## src/sim_pkg.sv

```systemverilog
// Package with constants and types of the supply integrity monitor
package sim_pkg;
    localparam logic [7:0] SIM_CSR_ADDR = 8'h00;
    localparam logic [7:0] SIM_CSR_RST = 8'h00;
    localparam int SIM_BIT_SRC = 7;
    localparam int SIM_BIT_IE = 6;
    localparam int SIM_BIT_WARN = 5;
    localparam int SIM_BIT_UVRF = 4;
    localparam int SIM_BIT_WDRF = 0;
    localparam logic [7:0] SIM_WR_MASK = 8'hD1;
    localparam int SIM_CLK_HZ = 10_000_000;
    localparam int SIM_RST_PULSE_NS = 20_000;
    localparam int SIM_RST_PULSE_CYC = (SIM_RST_PULSE_NS * (SIM_CLK_HZ / 1_000_000) + 999) / 1000;
    localparam int SIM_DLY_SHORT_CYC = 256;
    localparam int SIM_DLY_LONG_CYC = 4096;
    localparam int SIM_CNT_W = 13;
    typedef enum logic [1:0] {
        SIM_RUN = 2'b00,
        SIM_HOLD = 2'b01,
        SIM_STRETCH = 2'b11
    } sim_rst_t;
endpackage : sim_pkg

```

## src/sim_sync_if.sv

```systemverilog
// Interface carrying synchronised comparator levels
`timescale 1ns/1ps
`default_nettype none
interface sim_sync_if;
    logic warn_cmp;
    logic uv_cmp;
    modport src (output warn_cmp, output uv_cmp);
    modport dst (input warn_cmp, input uv_cmp);
endinterface : sim_sync_if
`default_nettype wire

```

## src/sim_sync.sv

```systemverilog
// Three-stage synchroniser for both comparator outputs
`timescale 1ns/1ps
`default_nettype none
module sim_sync
    import sim_pkg::*;
(
    input wire logic clk_i,
    input wire logic rst_n_i,
    input wire logic warn_raw_i,
    input wire logic uv_raw_i,
    sim_sync_if.src sy
);
    typedef struct packed {
        logic [2:0] w;
        logic [2:0] u;
        logic wo;
        logic uo;
    } sim_sync_st_t;
    sim_sync_st_t s_r;
    sim_sync_st_t s_nxt;
    always_comb begin
        s_nxt = s_r;
        s_nxt.w = {s_r.w[1:0], warn_raw_i};
        s_nxt.u = {s_r.u[1:0], uv_raw_i};
        // Change accepted only when stages two and three agree
        if (s_r.w[1] == s_r.w[2]) begin
            s_nxt.wo = s_r.w[2];
        end
        if (s_r.u[1] == s_r.u[2]) begin
            s_nxt.uo = s_r.u[2];
        end
    end
    always_ff @(posedge clk_i) begin
        if (!rst_n_i) begin
            s_r <= '0;
        end else begin
            s_r <= s_nxt;
        end
    end
    assign sy.warn_cmp = s_r.wo;
    assign sy.uv_cmp = s_r.uo;
endmodule : sim_sync
`default_nettype wire

```

## src/sim_top.sv

```systemverilog
// Supply integrity monitor: reset holding, warning flag and interrupt, reset cause flags
//
// Local design decisions: the plain strobed port and the register addresses.
`timescale 1ns/1ps
`default_nettype none
module sim_top
    import sim_pkg::*;
#(
    parameter int RST_PULSE_CYC = SIM_RST_PULSE_CYC,
    parameter int DLY_LONG_CYC = SIM_DLY_LONG_CYC
) (
    // Clock and reset
    input wire logic CLK_I,
    input wire logic RST_N_I,
    // Register port
    input wire logic [7:0] ADDR_I,
    input wire logic [7:0] WDATA_I,
    input wire logic WR_I,
    input wire logic RD_I,
    output logic [7:0] RDATA_O,
    // Analog comparators and option settings
    input wire logic SUPPLY_WARN_CMP_I,
    input wire logic PIN_WARN_CMP_I,
    input wire logic UV_CMP_I,
    input wire logic UV_ENABLE_OPT_I,
    input wire logic [1:0] UV_LEVEL_OPT_I,
    input wire logic LONG_DELAY_OPT_I,
    output logic [1:0] UV_LEVEL_O,
    output logic WARN_SRC_O,
    // Reset sources and pin
    input wire logic WDG_UNDERFLOW_I,
    output logic RESET_PIN_O,
    output logic RESET_PIN_OE_O,
    // CPU interrupt side
    input wire logic CPU_IRQ_MASK_I,
    input wire logic IRQ_ACK_I,
    input wire logic HALT_I,
    input wire logic WAIT_I,
    output logic IRQ_O,
    output logic WAKE_O
);
    initial begin
        if (RST_PULSE_CYC < 1 || RST_PULSE_CYC >= (1 << SIM_CNT_W)) begin
            $error("RST_PULSE_CYC out of range");
        end
        if (DLY_LONG_CYC < SIM_DLY_SHORT_CYC || DLY_LONG_CYC >= (1 << SIM_CNT_W)) begin
            $error("DLY_LONG_CYC out of range");
        end
    end

    typedef struct packed {
        logic src;
        logic ie;
        logic warn;
        logic uvrf;
        logic wdrf;
        logic pend;
        logic [7:0] rdata;
        sim_rst_t rst;
        logic [SIM_CNT_W-1:0] pcnt;
        logic [SIM_CNT_W-1:0] scnt;
        logic startup;
    } sim_state_t;

    sim_state_t s_r;
    sim_state_t s_nxt;
    sim_sync_if sy();
    logic warn_raw;
    logic wr_csr;
    logic [SIM_CNT_W-1:0] dly_cyc;

    // Source mux sits ahead of the synchroniser so the selected level is what gets cleaned
    assign warn_raw = s_r.src ? PIN_WARN_CMP_I : SUPPLY_WARN_CMP_I;

    sim_sync u_sync (
        .clk_i(CLK_I),
        .rst_n_i(RST_N_I),
        .warn_raw_i(warn_raw),
        .uv_raw_i(UV_CMP_I),
        .sy(sy.src)
    );

    assign wr_csr = WR_I && (ADDR_I == SIM_CSR_ADDR);
    assign dly_cyc = LONG_DELAY_OPT_I ? SIM_CNT_W'(DLY_LONG_CYC) : SIM_CNT_W'(SIM_DLY_SHORT_CYC);

    function automatic logic [7:0] csr_val(input sim_state_t s);
        logic [7:0] v;
        v = 8'h00;
        v[SIM_BIT_SRC] = s.src;
        v[SIM_BIT_IE] = s.ie;
        v[SIM_BIT_WARN] = s.warn;
        v[SIM_BIT_UVRF] = s.uvrf;
        v[SIM_BIT_WDRF] = s.wdrf;
        return v;
    endfunction : csr_val

    always_comb begin
        logic warn_now;
        logic set_ev;
        warn_now = 1'b0;
        set_ev = 1'b0;
        s_nxt = s_r;
        s_nxt.rdata = 8'h00;
        if (RD_I && ADDR_I == SIM_CSR_ADDR) begin
            s_nxt.rdata = csr_val(s_r);
        end
        // Reset pin sequencing
        case (s_r.rst)
            SIM_RUN: begin
                if (UV_ENABLE_OPT_I && sy.uv_cmp) begin
                    s_nxt.rst = SIM_HOLD;
                end else if (WDG_UNDERFLOW_I) begin
                    s_nxt.rst = SIM_STRETCH;
                    s_nxt.pcnt = SIM_CNT_W'(RST_PULSE_CYC - 1);
                end
            end
            SIM_HOLD: begin
                if (!(UV_ENABLE_OPT_I && sy.uv_cmp)) begin
                    s_nxt.rst = SIM_RUN;
                    s_nxt.startup = 1'b1;
                    s_nxt.scnt = dly_cyc;
                end
            end
            SIM_STRETCH: begin
                if (UV_ENABLE_OPT_I && sy.uv_cmp) begin
                    s_nxt.rst = SIM_HOLD;
                end else if (s_r.pcnt == '0) begin
                    s_nxt.rst = SIM_RUN;
                    s_nxt.startup = 1'b1;
                    s_nxt.scnt = dly_cyc;
                end else begin
                    s_nxt.pcnt = s_r.pcnt - 1'b1;
                end
            end
            default: begin
                s_nxt.rst = SIM_RUN;
            end
        endcase
        if (s_r.startup) begin
            if (s_r.scnt == '0) begin
                s_nxt.startup = 1'b0;
            end else begin
                s_nxt.scnt = s_r.scnt - 1'b1;
            end
        end
        // Reset cause flags: hardware sets win over software clears
        if (wr_csr) begin
            if (!WDATA_I[SIM_BIT_UVRF]) begin
                s_nxt.uvrf = 1'b0;
            end
            if (!WDATA_I[SIM_BIT_WDRF]) begin
                s_nxt.wdrf = 1'b0;
            end
        end
        if (s_r.rst == SIM_RUN && WDG_UNDERFLOW_I && !(UV_ENABLE_OPT_I && sy.uv_cmp)) begin
            s_nxt.wdrf = 1'b1;
        end
        if (s_r.rst != SIM_HOLD && UV_ENABLE_OPT_I && sy.uv_cmp) begin
            s_nxt.uvrf = 1'b1;
            s_nxt.wdrf = 1'b0;
        end
        if (s_r.rst != SIM_RUN) begin
            // Control bits go back to reset value while the chip is held in reset, except that HALT_I keeps src and ie
            s_nxt.src = 1'b0;
            s_nxt.ie = 1'b0;
            s_nxt.pend = 1'b0;
        end else begin
            if (wr_csr) begin
                s_nxt.src = WDATA_I[SIM_BIT_SRC];
                s_nxt.ie = WDATA_I[SIM_BIT_IE];
            end
            // Warning flag follows the synchronised comparator unless frozen by HALT_I, and is 0 while the detector is off
            warn_now = UV_ENABLE_OPT_I ? sy.warn_cmp : 1'b0;
            if (!HALT_I) begin
                s_nxt.warn = warn_now;
                // A clearing of the flag (supply rising) inside the startup delay is swallowed
                if (s_r.ie && (warn_now != s_r.warn) && !(s_r.startup && !warn_now)) begin
                    set_ev = 1'b1;
                end
            end
            if (wr_csr && WDATA_I[SIM_BIT_IE] && !s_r.ie && s_r.warn) begin
                set_ev = 1'b1;
            end
            if (IRQ_ACK_I) begin
                s_nxt.pend = 1'b0;
            end
            if (set_ev && UV_ENABLE_OPT_I) begin
                s_nxt.pend = 1'b1;
            end
        end
        if (HALT_I) begin
            // Control bits src and ie hold still, even while held in reset; no flag is frozen here
            s_nxt.src = s_r.src;
            s_nxt.ie = s_r.ie;
        end
        if (!UV_ENABLE_OPT_I) begin
            s_nxt.uvrf = 1'b0;
        end
    end

    always_ff @(posedge CLK_I) begin
        if (!RST_N_I) begin
            s_r <= '0;
        end else begin
            s_r <= s_nxt;
        end
    end

    assign RDATA_O = s_r.rdata;
    assign RESET_PIN_O = 1'b0;
    assign RESET_PIN_OE_O = (s_r.rst != SIM_RUN);
    // Enable gates the request too, so clearing it silences a pending one
    assign IRQ_O = s_r.pend && s_r.ie && !CPU_IRQ_MASK_I;
    assign WAKE_O = IRQ_O && WAIT_I && !HALT_I;
    assign UV_LEVEL_O = UV_LEVEL_OPT_I;
    assign WARN_SRC_O = s_r.src;

    property p_uv_hold;
        @(posedge CLK_I) disable iff (!RST_N_I)
        (UV_ENABLE_OPT_I && sy.uv_cmp) |=> RESET_PIN_OE_O;
    endproperty
    uv_reset_hold_a: assert property (p_uv_hold) else $error("reset pin not held under undervoltage");
    wdg_pulse_len_a: assert property (@(posedge CLK_I) disable iff (!RST_N_I)
        $rose(s_r.rst == SIM_STRETCH) |-> (s_r.rst == SIM_STRETCH)[*2])
        else $error("watchdog reset pulse too short");
    irq_mask_gate_a: assert property (@(posedge CLK_I) disable iff (!RST_N_I)
        IRQ_O |-> (s_r.pend && !CPU_IRQ_MASK_I && s_r.ie)) else $error("irq without enable or unmasked");
    ack_clears_a: assert property (@(posedge CLK_I) disable iff (!RST_N_I)
        (IRQ_ACK_I && s_r.rst == SIM_RUN && !wr_csr && !HALT_I
         && s_nxt.warn == s_r.warn) |=> !s_r.pend) else $error("ack did not clear request");
    toggle_irq_a: assert property (@(posedge CLK_I) disable iff (!RST_N_I)
        (s_r.rst == SIM_RUN && s_r.ie && !HALT_I && UV_ENABLE_OPT_I && !s_r.startup && s_r.warn && !sy.warn_cmp)
        |=> s_r.pend) else $error("falling comparator missed interrupt");
    halt_freeze_a: assert property (@(posedge CLK_I) disable iff (!RST_N_I)
        (HALT_I && s_r.rst == SIM_RUN) |=> $stable(s_r.warn)) else $error("flag moved in halt");
    uv_clears_wd_a: assert property (@(posedge CLK_I) disable iff (!RST_N_I)
        (s_r.rst == SIM_RUN && UV_ENABLE_OPT_I && sy.uv_cmp) |=> (s_r.uvrf && !s_r.wdrf))
        else $error("undervoltage reset flags wrong");
    wd_flag_set_a: assert property (@(posedge CLK_I) disable iff (!RST_N_I)
        (s_r.rst == SIM_RUN && WDG_UNDERFLOW_I && !(UV_ENABLE_OPT_I && sy.uv_cmp)) |=> s_r.wdrf)
        else $error("watchdog flag not set");
    uvrf_kept_a: assert property (@(posedge CLK_I) disable iff (!RST_N_I)
        (s_r.uvrf && UV_ENABLE_OPT_I && !wr_csr) |=> s_r.uvrf) else $error("undervoltage flag lost");
    warn_off_a: assert property (@(posedge CLK_I) disable iff (!RST_N_I)
        !UV_ENABLE_OPT_I [*2] |-> !s_r.warn) else $error("warning active with detector off");
    rsvd_zero_a: assert property (@(posedge CLK_I) disable iff (!RST_N_I)
        RDATA_O[3:1] == 3'h0) else $error("reserved bits nonzero");
    cov_uv_c: cover property (@(posedge CLK_I) disable iff (!RST_N_I) $rose(s_r.rst == SIM_HOLD));
    cov_wdg_c: cover property (@(posedge CLK_I) disable iff (!RST_N_I) $fell(s_r.rst == SIM_STRETCH));
    cov_irq_c: cover property (@(posedge CLK_I) disable iff (!RST_N_I) IRQ_O ##1 IRQ_ACK_I);
    cov_pin_c: cover property (@(posedge CLK_I) disable iff (!RST_N_I) s_r.src && $rose(s_r.pend));
endmodule : sim_top
`default_nettype wire

```

## config.mk

```make
export PLATFORM = sky130hd
export DESIGN_NAME = sim_top
export DESIGN_NICKNAME = d
export VERILOG_FILES = /design/src/sim_pkg.sv /design/src/sim_sync_if.sv /design/src/sim_sync.sv /design/src/sim_top.sv
export SDC_FILE = /design/constraint.sdc
export NUM_CORES = 1
export LEC_CHECK = 0
export BUFFER_PORTS_ARGS = -buffer_cell sky130_fd_sc_hd__buf_2
export CORE_MARGIN = 5
export CORE_UTILIZATION = 55
export DETAILED_ROUTE_END_ITERATION = 10
export PLACE_DENSITY = 0.75
export SLEW_MARGIN = 25
export SYNTH_ARGS = -nofsm -noshare
export SYNTH_HDL_FRONTEND = slang
export SYNTH_SLANG_ARGS = --single-unit
```

## constraint.sdc

```tcl
create_clock -name CLK_I -period 2.2 [get_ports CLK_I]
set_input_delay 0.11 -clock CLK_I [delete_from_list [all_inputs] [get_ports CLK_I]]
set_output_delay 0.11 -clock CLK_I [all_outputs]
set_load 0.05 [all_outputs]
```

==> summary.txt, run 1 <==
Drt
  – DR WL/cell: 13.8 um
  – Routed WL: 5280 um
  – Drt via density: 5.65
  – Total vias in the final route: 2158
  – 1st-pass router iterations: 4
  – Post-DRT Antenna Nets: 0
  – Initial DRC count: 59
  – DRC Markers: 0

GRT
  – Global Route Usage Sum: 18.2%
  – Met1 Usage GRT: 22.6%
  – Initial antenna violation count: 0
  – Global route total overflow: 0
  – First-pass GRT wire length: 9100 um
  – GRT Max-Usage Layer: met2
  – GR Util met2: 30.9%
  – Vias in the first global route: 2002
  – Global Route met3 Usage: 4.57%
  – Largest net degree at the start of global routing: 21

Hold path
  – HP Class: input pin to flop

Floorplanning
  – Overall die width: 76.7 um
  – Die Y-Extent: 76.7 um
  – Site row count: 24
  – Core ar.: 4320 sq um
  – Die footprint: 5890 sq um
  – Initial core utilization: 56.6%
  – IO Count: 47

STA
  – Endpoints failing setup: 0
  – Slew HR: 60.5%
  – Unrepaired setup endpoints after global routing: no
  – Setup Skew: 0.00695 ns
  – Fin. Hold Viols: 0
  – Period utilization: 91.9%
  – Setup TNS: 0 ns
  – Fin crit period: 2.02 ns
  – Max Freq: 494 MHz
  – Worst-Margin Slew: 0.593 ns
  – Final Max Slew Viols: 0
  – WHS: 0.0510 ns

Synth
  – Cell Area, Synth: 2450 sq um
  – Avg Cell Area, Syn: 8.30 sq um
  – Distinct cells, synth: 48
  – Cell count after synthesis: 295
  – Post-synth top cells: dfxtp_1 (48), nor2_1 (31), a21oi_1 (22)
  – Area leader, netlist: dfxtp_1
  – Primary FF master, synth: dfxtp_1
  – Ys Warns: 0
  – Yosys top cell area share: 39.2%
  – Most frequent cell after synthesis: dfxtp_1
  – Seq/Total Area, Yosys: 39.2%
  – Ys async rst share: 0%
  – Synth top area cells: dfxtp_1 (39%), nor2_1 (4.8%), a21oi_1 (4.5%)
  – Count of flip-flops with a built-in enable after synthesis: 0
  – Synth Register Bits: 48

Power and ir drop
  – Max IR drop VDD: 0.000703 V
  – Leak pwr: 0.00114 uW
  – Final Power: 3620 uW
  – Pwr/cell area: 1310 nW/um^2

Final layout
  – Fin area: 2770 sq um
  – Share of cells above drive strength 1: 21.5%
  – Antenna diodes: 0
  – Nets: 367
  – Layout area overhead: 13.1%

CTS
  – Clk pin slew, worst setup/hold paths: 0.10 ns
  – Worst skew pair latency: 0.30 ns
  – Max H-tree Level: 2
  – Clock Sinks: 48
  – TritonCTS clock tree: done
  – Clk buf depth: 2
  – Clock Root Buffer: clkbuf_8
  – TritonCTS Buffers: 5

Run status
  – Outcome: complete, no violations

Worst setup path
  – Worst Path Buf+Inv: 1
  – CP Cell Sequence: inv_1, ha_1, or3b_4, or3_4, nor4_2, xnor2_1, a221oi_2
  – Crit path required time: 2.43 ns
  – Slowest CP cell: or3b_4
  – WP data arrival: 2.25 ns
  – Crit Path Max Fanout: 7
  – Slowest Stage Delay on Critical Path: 0.44 ns
  – Cell family with most CP delay: simple AND/OR/NAND/NOR gates
  – Worst Setup End Kind: flop
  – Critical path class: flop to flop
  – Startpoint Class: flop

Placement
  – Gpl congestion: 0.862
  – Dpl cell area: 2640 sq um
  – Hpwl dp: 3630 um
  – Port-buffer cells: 34

Flow run
  – Max-cap violations: 0
[layout make-up]
cell class                 instances  area [sq um]
fill                             404          1550
multi-input combinational        216          1330
sequential                        48           961
timing repair buffer              44           248
clock buffer                       5          68.8
tap                               52          65.1
inverter                          14          52.6
clock inverter                     3          46.3
[per-stage QoR]
stage                     utilization [%]  cells  setup slack, ns
after floorplan                         -    298          0.00625
after global placement               61.1    373            0.130
after detailed placement             61.1    373           0.0717
after CTS                            64.0    382           0.0406
after global routing                 64.1    382           0.0207
final                                64.1    382            0.178
[flip-flops by register name (all words and copies together), names as in the netlist]
signal,cells
u_sync.s_nxt,4
u_sync.sy.uv_cmp,1
u_sync.s_r,2
u_sync.sy.warn_cmp,1
WARN_SRC_O,1
RDATA_O,5
s_r,34
[report_power, final]
group          internal, uW  switching, uW  leakage, uW
Combinational           771            982     0.000690
Clock                   343            314    0.0000548
Sequential             1030            184     0.000391
[kinds of logic (layout without fill, tap and decap cells)]
family                   count (synthesis)  in the layout  synth area share (%)
AO/OA/AOI/OAI                           67             67                  17.2
XOR/XNOR                                 8              8                  2.86
adder cells (fa/ha/maj)                  6              6                  3.07
buffers and inverters                   34             66                  7.10
flip-flops                              48             48                  39.2
multiplexers                             3              3                  1.23
other                                    1              4                 0.153
AND/OR/NAND/NOR                        128            128                  29.1
[path summary, 6_finish.rpt]
path                           from              end  slack, ns  cells past startpoint
hold / removal    SUPPLY_WARN_CMP_I  u_sync.s_nxt[6]       0.05                      3
setup reg to reg             s_r[1]          s_r[13]       0.18                      7
hold reg to reg     u_sync.s_nxt[6]  u_sync.s_nxt[7]       0.44                      1
setup / recovery             s_r[1]          s_r[13]       0.18                      7
[layer usage]
metal,vias up,wire [um]
li1,1102,-
met1,1009,2400
met2,40,2580
met3,7,234
met4,0,73
met5,-,0
[placed cells by master (no fill, tap or decap), drive strengths merged, types with 6 or more instances in the layout]
master  count
dfxtp      48
xor2        7
nand3      10
ha          6
nand2      21
or4         6
a31oi       6
nor2       31
inv        15
nor4        8
or3         6
nor3       11
and2       13
buf        43
a21oi      22
or3b        6
o21ai      23
[repair_timing]
item	CTS	global route
hold buffers	1	0
hold endpoints to repair	1	0
buffers inserted	0	0
setup endpoints to repair	0	12
resized for setup	0	2
[worst min-delay path, cell delays in order]
cell and delay (ns):
buf_2 0.07, mux2i_1 0.06, nor2_1 0.08
No activity file was read; power rests on OpenSTA's default activity.
==> run 2, diff against run 1 <==
--- a/config.mk
+++ b/config.mk
@@ -7,9 +7,9 @@
 export LEC_CHECK = 0
 export BUFFER_PORTS_ARGS = -buffer_cell sky130_fd_sc_hd__buf_2
 export CORE_MARGIN = 5
-export CORE_UTILIZATION = 55
+export CORE_UTILIZATION = 40
 export DETAILED_ROUTE_END_ITERATION = 10
-export PLACE_DENSITY = 0.75
+export PLACE_DENSITY = 0.65
 export SLEW_MARGIN = 25
 export SYNTH_ARGS = -nofsm -noshare
 export SYNTH_HDL_FRONTEND = slang
==> summary.txt, run 2 (synthesized netlist as in run 1, its figures left out) <==
Floorplanning
  – Site row count: 28
  – Core ar.: 5920 sq um
  – IO Count: 47
  – Overall die width: 88.2 um
  – Initial core utilization: 41.4%
  – Die footprint: 7790 sq um
  – Die Y-Extent: 88.2 um

CTS
  – Max H-tree Level: 2
  – TritonCTS Buffers: 5
  – Clock Root Buffer: clkbuf_8
  – TritonCTS clock tree: done
  – Clock Sinks: 48
  – Clk buf depth: 2
  – Worst skew pair latency: 0.31 ns
  – Clk pin slew, worst setup/hold paths: 0.09 ns
  – Post-CTS Setup Bufs: 0

Drt
  – DRC Markers: 0
  – DR WL/cell: 13.1 um
  – Total vias in the final route: 2139
  – Routed WL: 5330 um
  – 1st-pass router iterations: 4
  – Initial DRC count: 72
  – Drt via density: 5.26
  – Post-DRT Antenna Nets: 0

Worst setup path
  – Reg2Reg Depth: 7
  – WP data arrival: 2.27 ns
  – Crit path required time: 2.43 ns
  – CP Cell Sequence: inv_1, ha_1, or3b_4, or3_4, nor4_2, xnor2_1, a221oi_2
  – RR Startpoint: s_r[1]
  – Startpoint Class: flop
  – Worst Path Buf+Inv: 1
  – Cell family with most CP delay: simple AND/OR/NAND/NOR gates
  – CP Launch Point: s_r[1]
  – Slowest CP cell: or3b_4
  – WP depth: 7
  – Worst Setup End Kind: flop
  – Slowest Stage Delay on Critical Path: 0.44 ns
  – Crit Path Max Fanout: 7
  – Critical path class: flop to flop

Final layout
  – Antenna diodes: 0
  – Max reg flops: 34
  – Final Util: 47.6%
  – Most frequent cells in the layout: dfxtp_1 (48), buf_2 (34), nor2_1 (31)
  – Layout area overhead: 15.1%
  – Nets: 369
  – Commonest non-fill, non-tap cell in the layout: dfxtp_1
  – Multi-input gate area: 1330 sq um
  – Fillers: 613
  – Most flop-heavy register: s_r
  – Fin area: 2820 sq um
  – Share of cells above drive strength 1: 21.7%
  – Seq. cell area: 961 sq um

Power and ir drop
  – Pwr/cell area: 1290 nW/um^2
  – Final Power: 3630 uW
  – Leak pwr: 0.00115 uW
  – Max IR drop VDD: 0.000483 V

STA
  – Period utilization: 92.7%
  – Max Freq: 491 MHz
  – Fin worst setup slack: 0.161 ns
  – Unrepaired setup endpoints after global routing: no
  – Endpoints failing setup: 0
  – Worst-Margin Slew: 0.518 ns
  – Slew HR: 65.2%
  – Fin. Hold Viols: 0
  – Setup Skew: 0.00661 ns
  – Final Max Slew Viols: 0
  – Setup TNS: 0 ns
  – Fin crit period: 2.04 ns

Placement
  – Port-buffer cells: 34
  – Hpwl dp: 3860 um
  – Worst slack at placement: 0.0979 ns
  – Dpl cell area: 2690 sq um
  – Gpl congestion: 0.791

GRT
  – Vias in the first global route: 2008
  – Initial antenna violation count: 0
  – Global Route Usage Sum: 14.5%
  – Global route total overflow: 0
  – Largest net degree at the start of global routing: 21
  – First-pass GRT wire length: 9000 um

Flow run
  – Max-cap violations: 0

Hold path
  – HP Class: input pin to flop
  – Hold path startpoint: SUPPLY_WARN_CMP_I
  – Hold path depth: 3

Run status
  – Outcome: complete, no violations
run 2: cell count changes in the layout (fill, tap and decap cells not counted):
cell / previous run / this run
buf_4: 9 / 10
o21a_1: 0 / 1
buf_6: 0 / 1
clkinv_4: 0 / 2
inv_6: 1 / 0
clkinvlp_4: 1 / 0
o21a_2: 1 / 0
run 2: final timing paths:
kind                                   endpoint  slack [ns]
worst min register to register  u_sync.s_nxt[7]        0.44
worst max register to register          s_r[13]        0.16
worst min-delay path            u_sync.s_nxt[6]        0.05
worst max-delay path                    s_r[13]        0.16
run 2: final cells by class:
cell class | instances | share of cell area, %
repair buffers | 46 | 9.46
clock buffers | 5 | 2.44
multi-input cells | 216 | 47.1
well taps | 75 | 3.33
flip-flops and latches | 48 | 34.1
clock inverters | 3 | 1.69
inverters | 14 | 1.87
run 2: report_power, final:
part           total (uW)  switching, uW  internal [uW]
clock network         654            312            342
registers            1200            175           1030
logic                1770            988            784
total                3630           1470           2150
run 2: metal layers:
layer  wire length (um)  share of wire, %  track usage, %
met5                  0                 0               0
met4                 97               1.8            5.77
met3                264               5.0            2.70
met2               2550                48            24.8
met1               2410                45            17.9
run 2: what timing repair did:
action | in CTS | in global routing
endpoints found under the hold margin | 1 | 0
gates resized for setup | 0 | 2
hold buffers | 1 | 0
setup endpoints to repair | 0 | 9
run 2: metrics by stage:
stage	cells	hold slack, ns
floorplan	298	0.237
CTS	407	0.0383
detailed placement	398	0.220
global route	407	0.0617
finish	407	0.0478
global placement	398	0.220
run 2: tightest hold or removal path: cells and delay by family:
kind / cells / cell delay, ns
buffers and inverters: 1 / 0.08
muxes: 1 / 0.05
and+or+nand+nor: 1 / 0.08
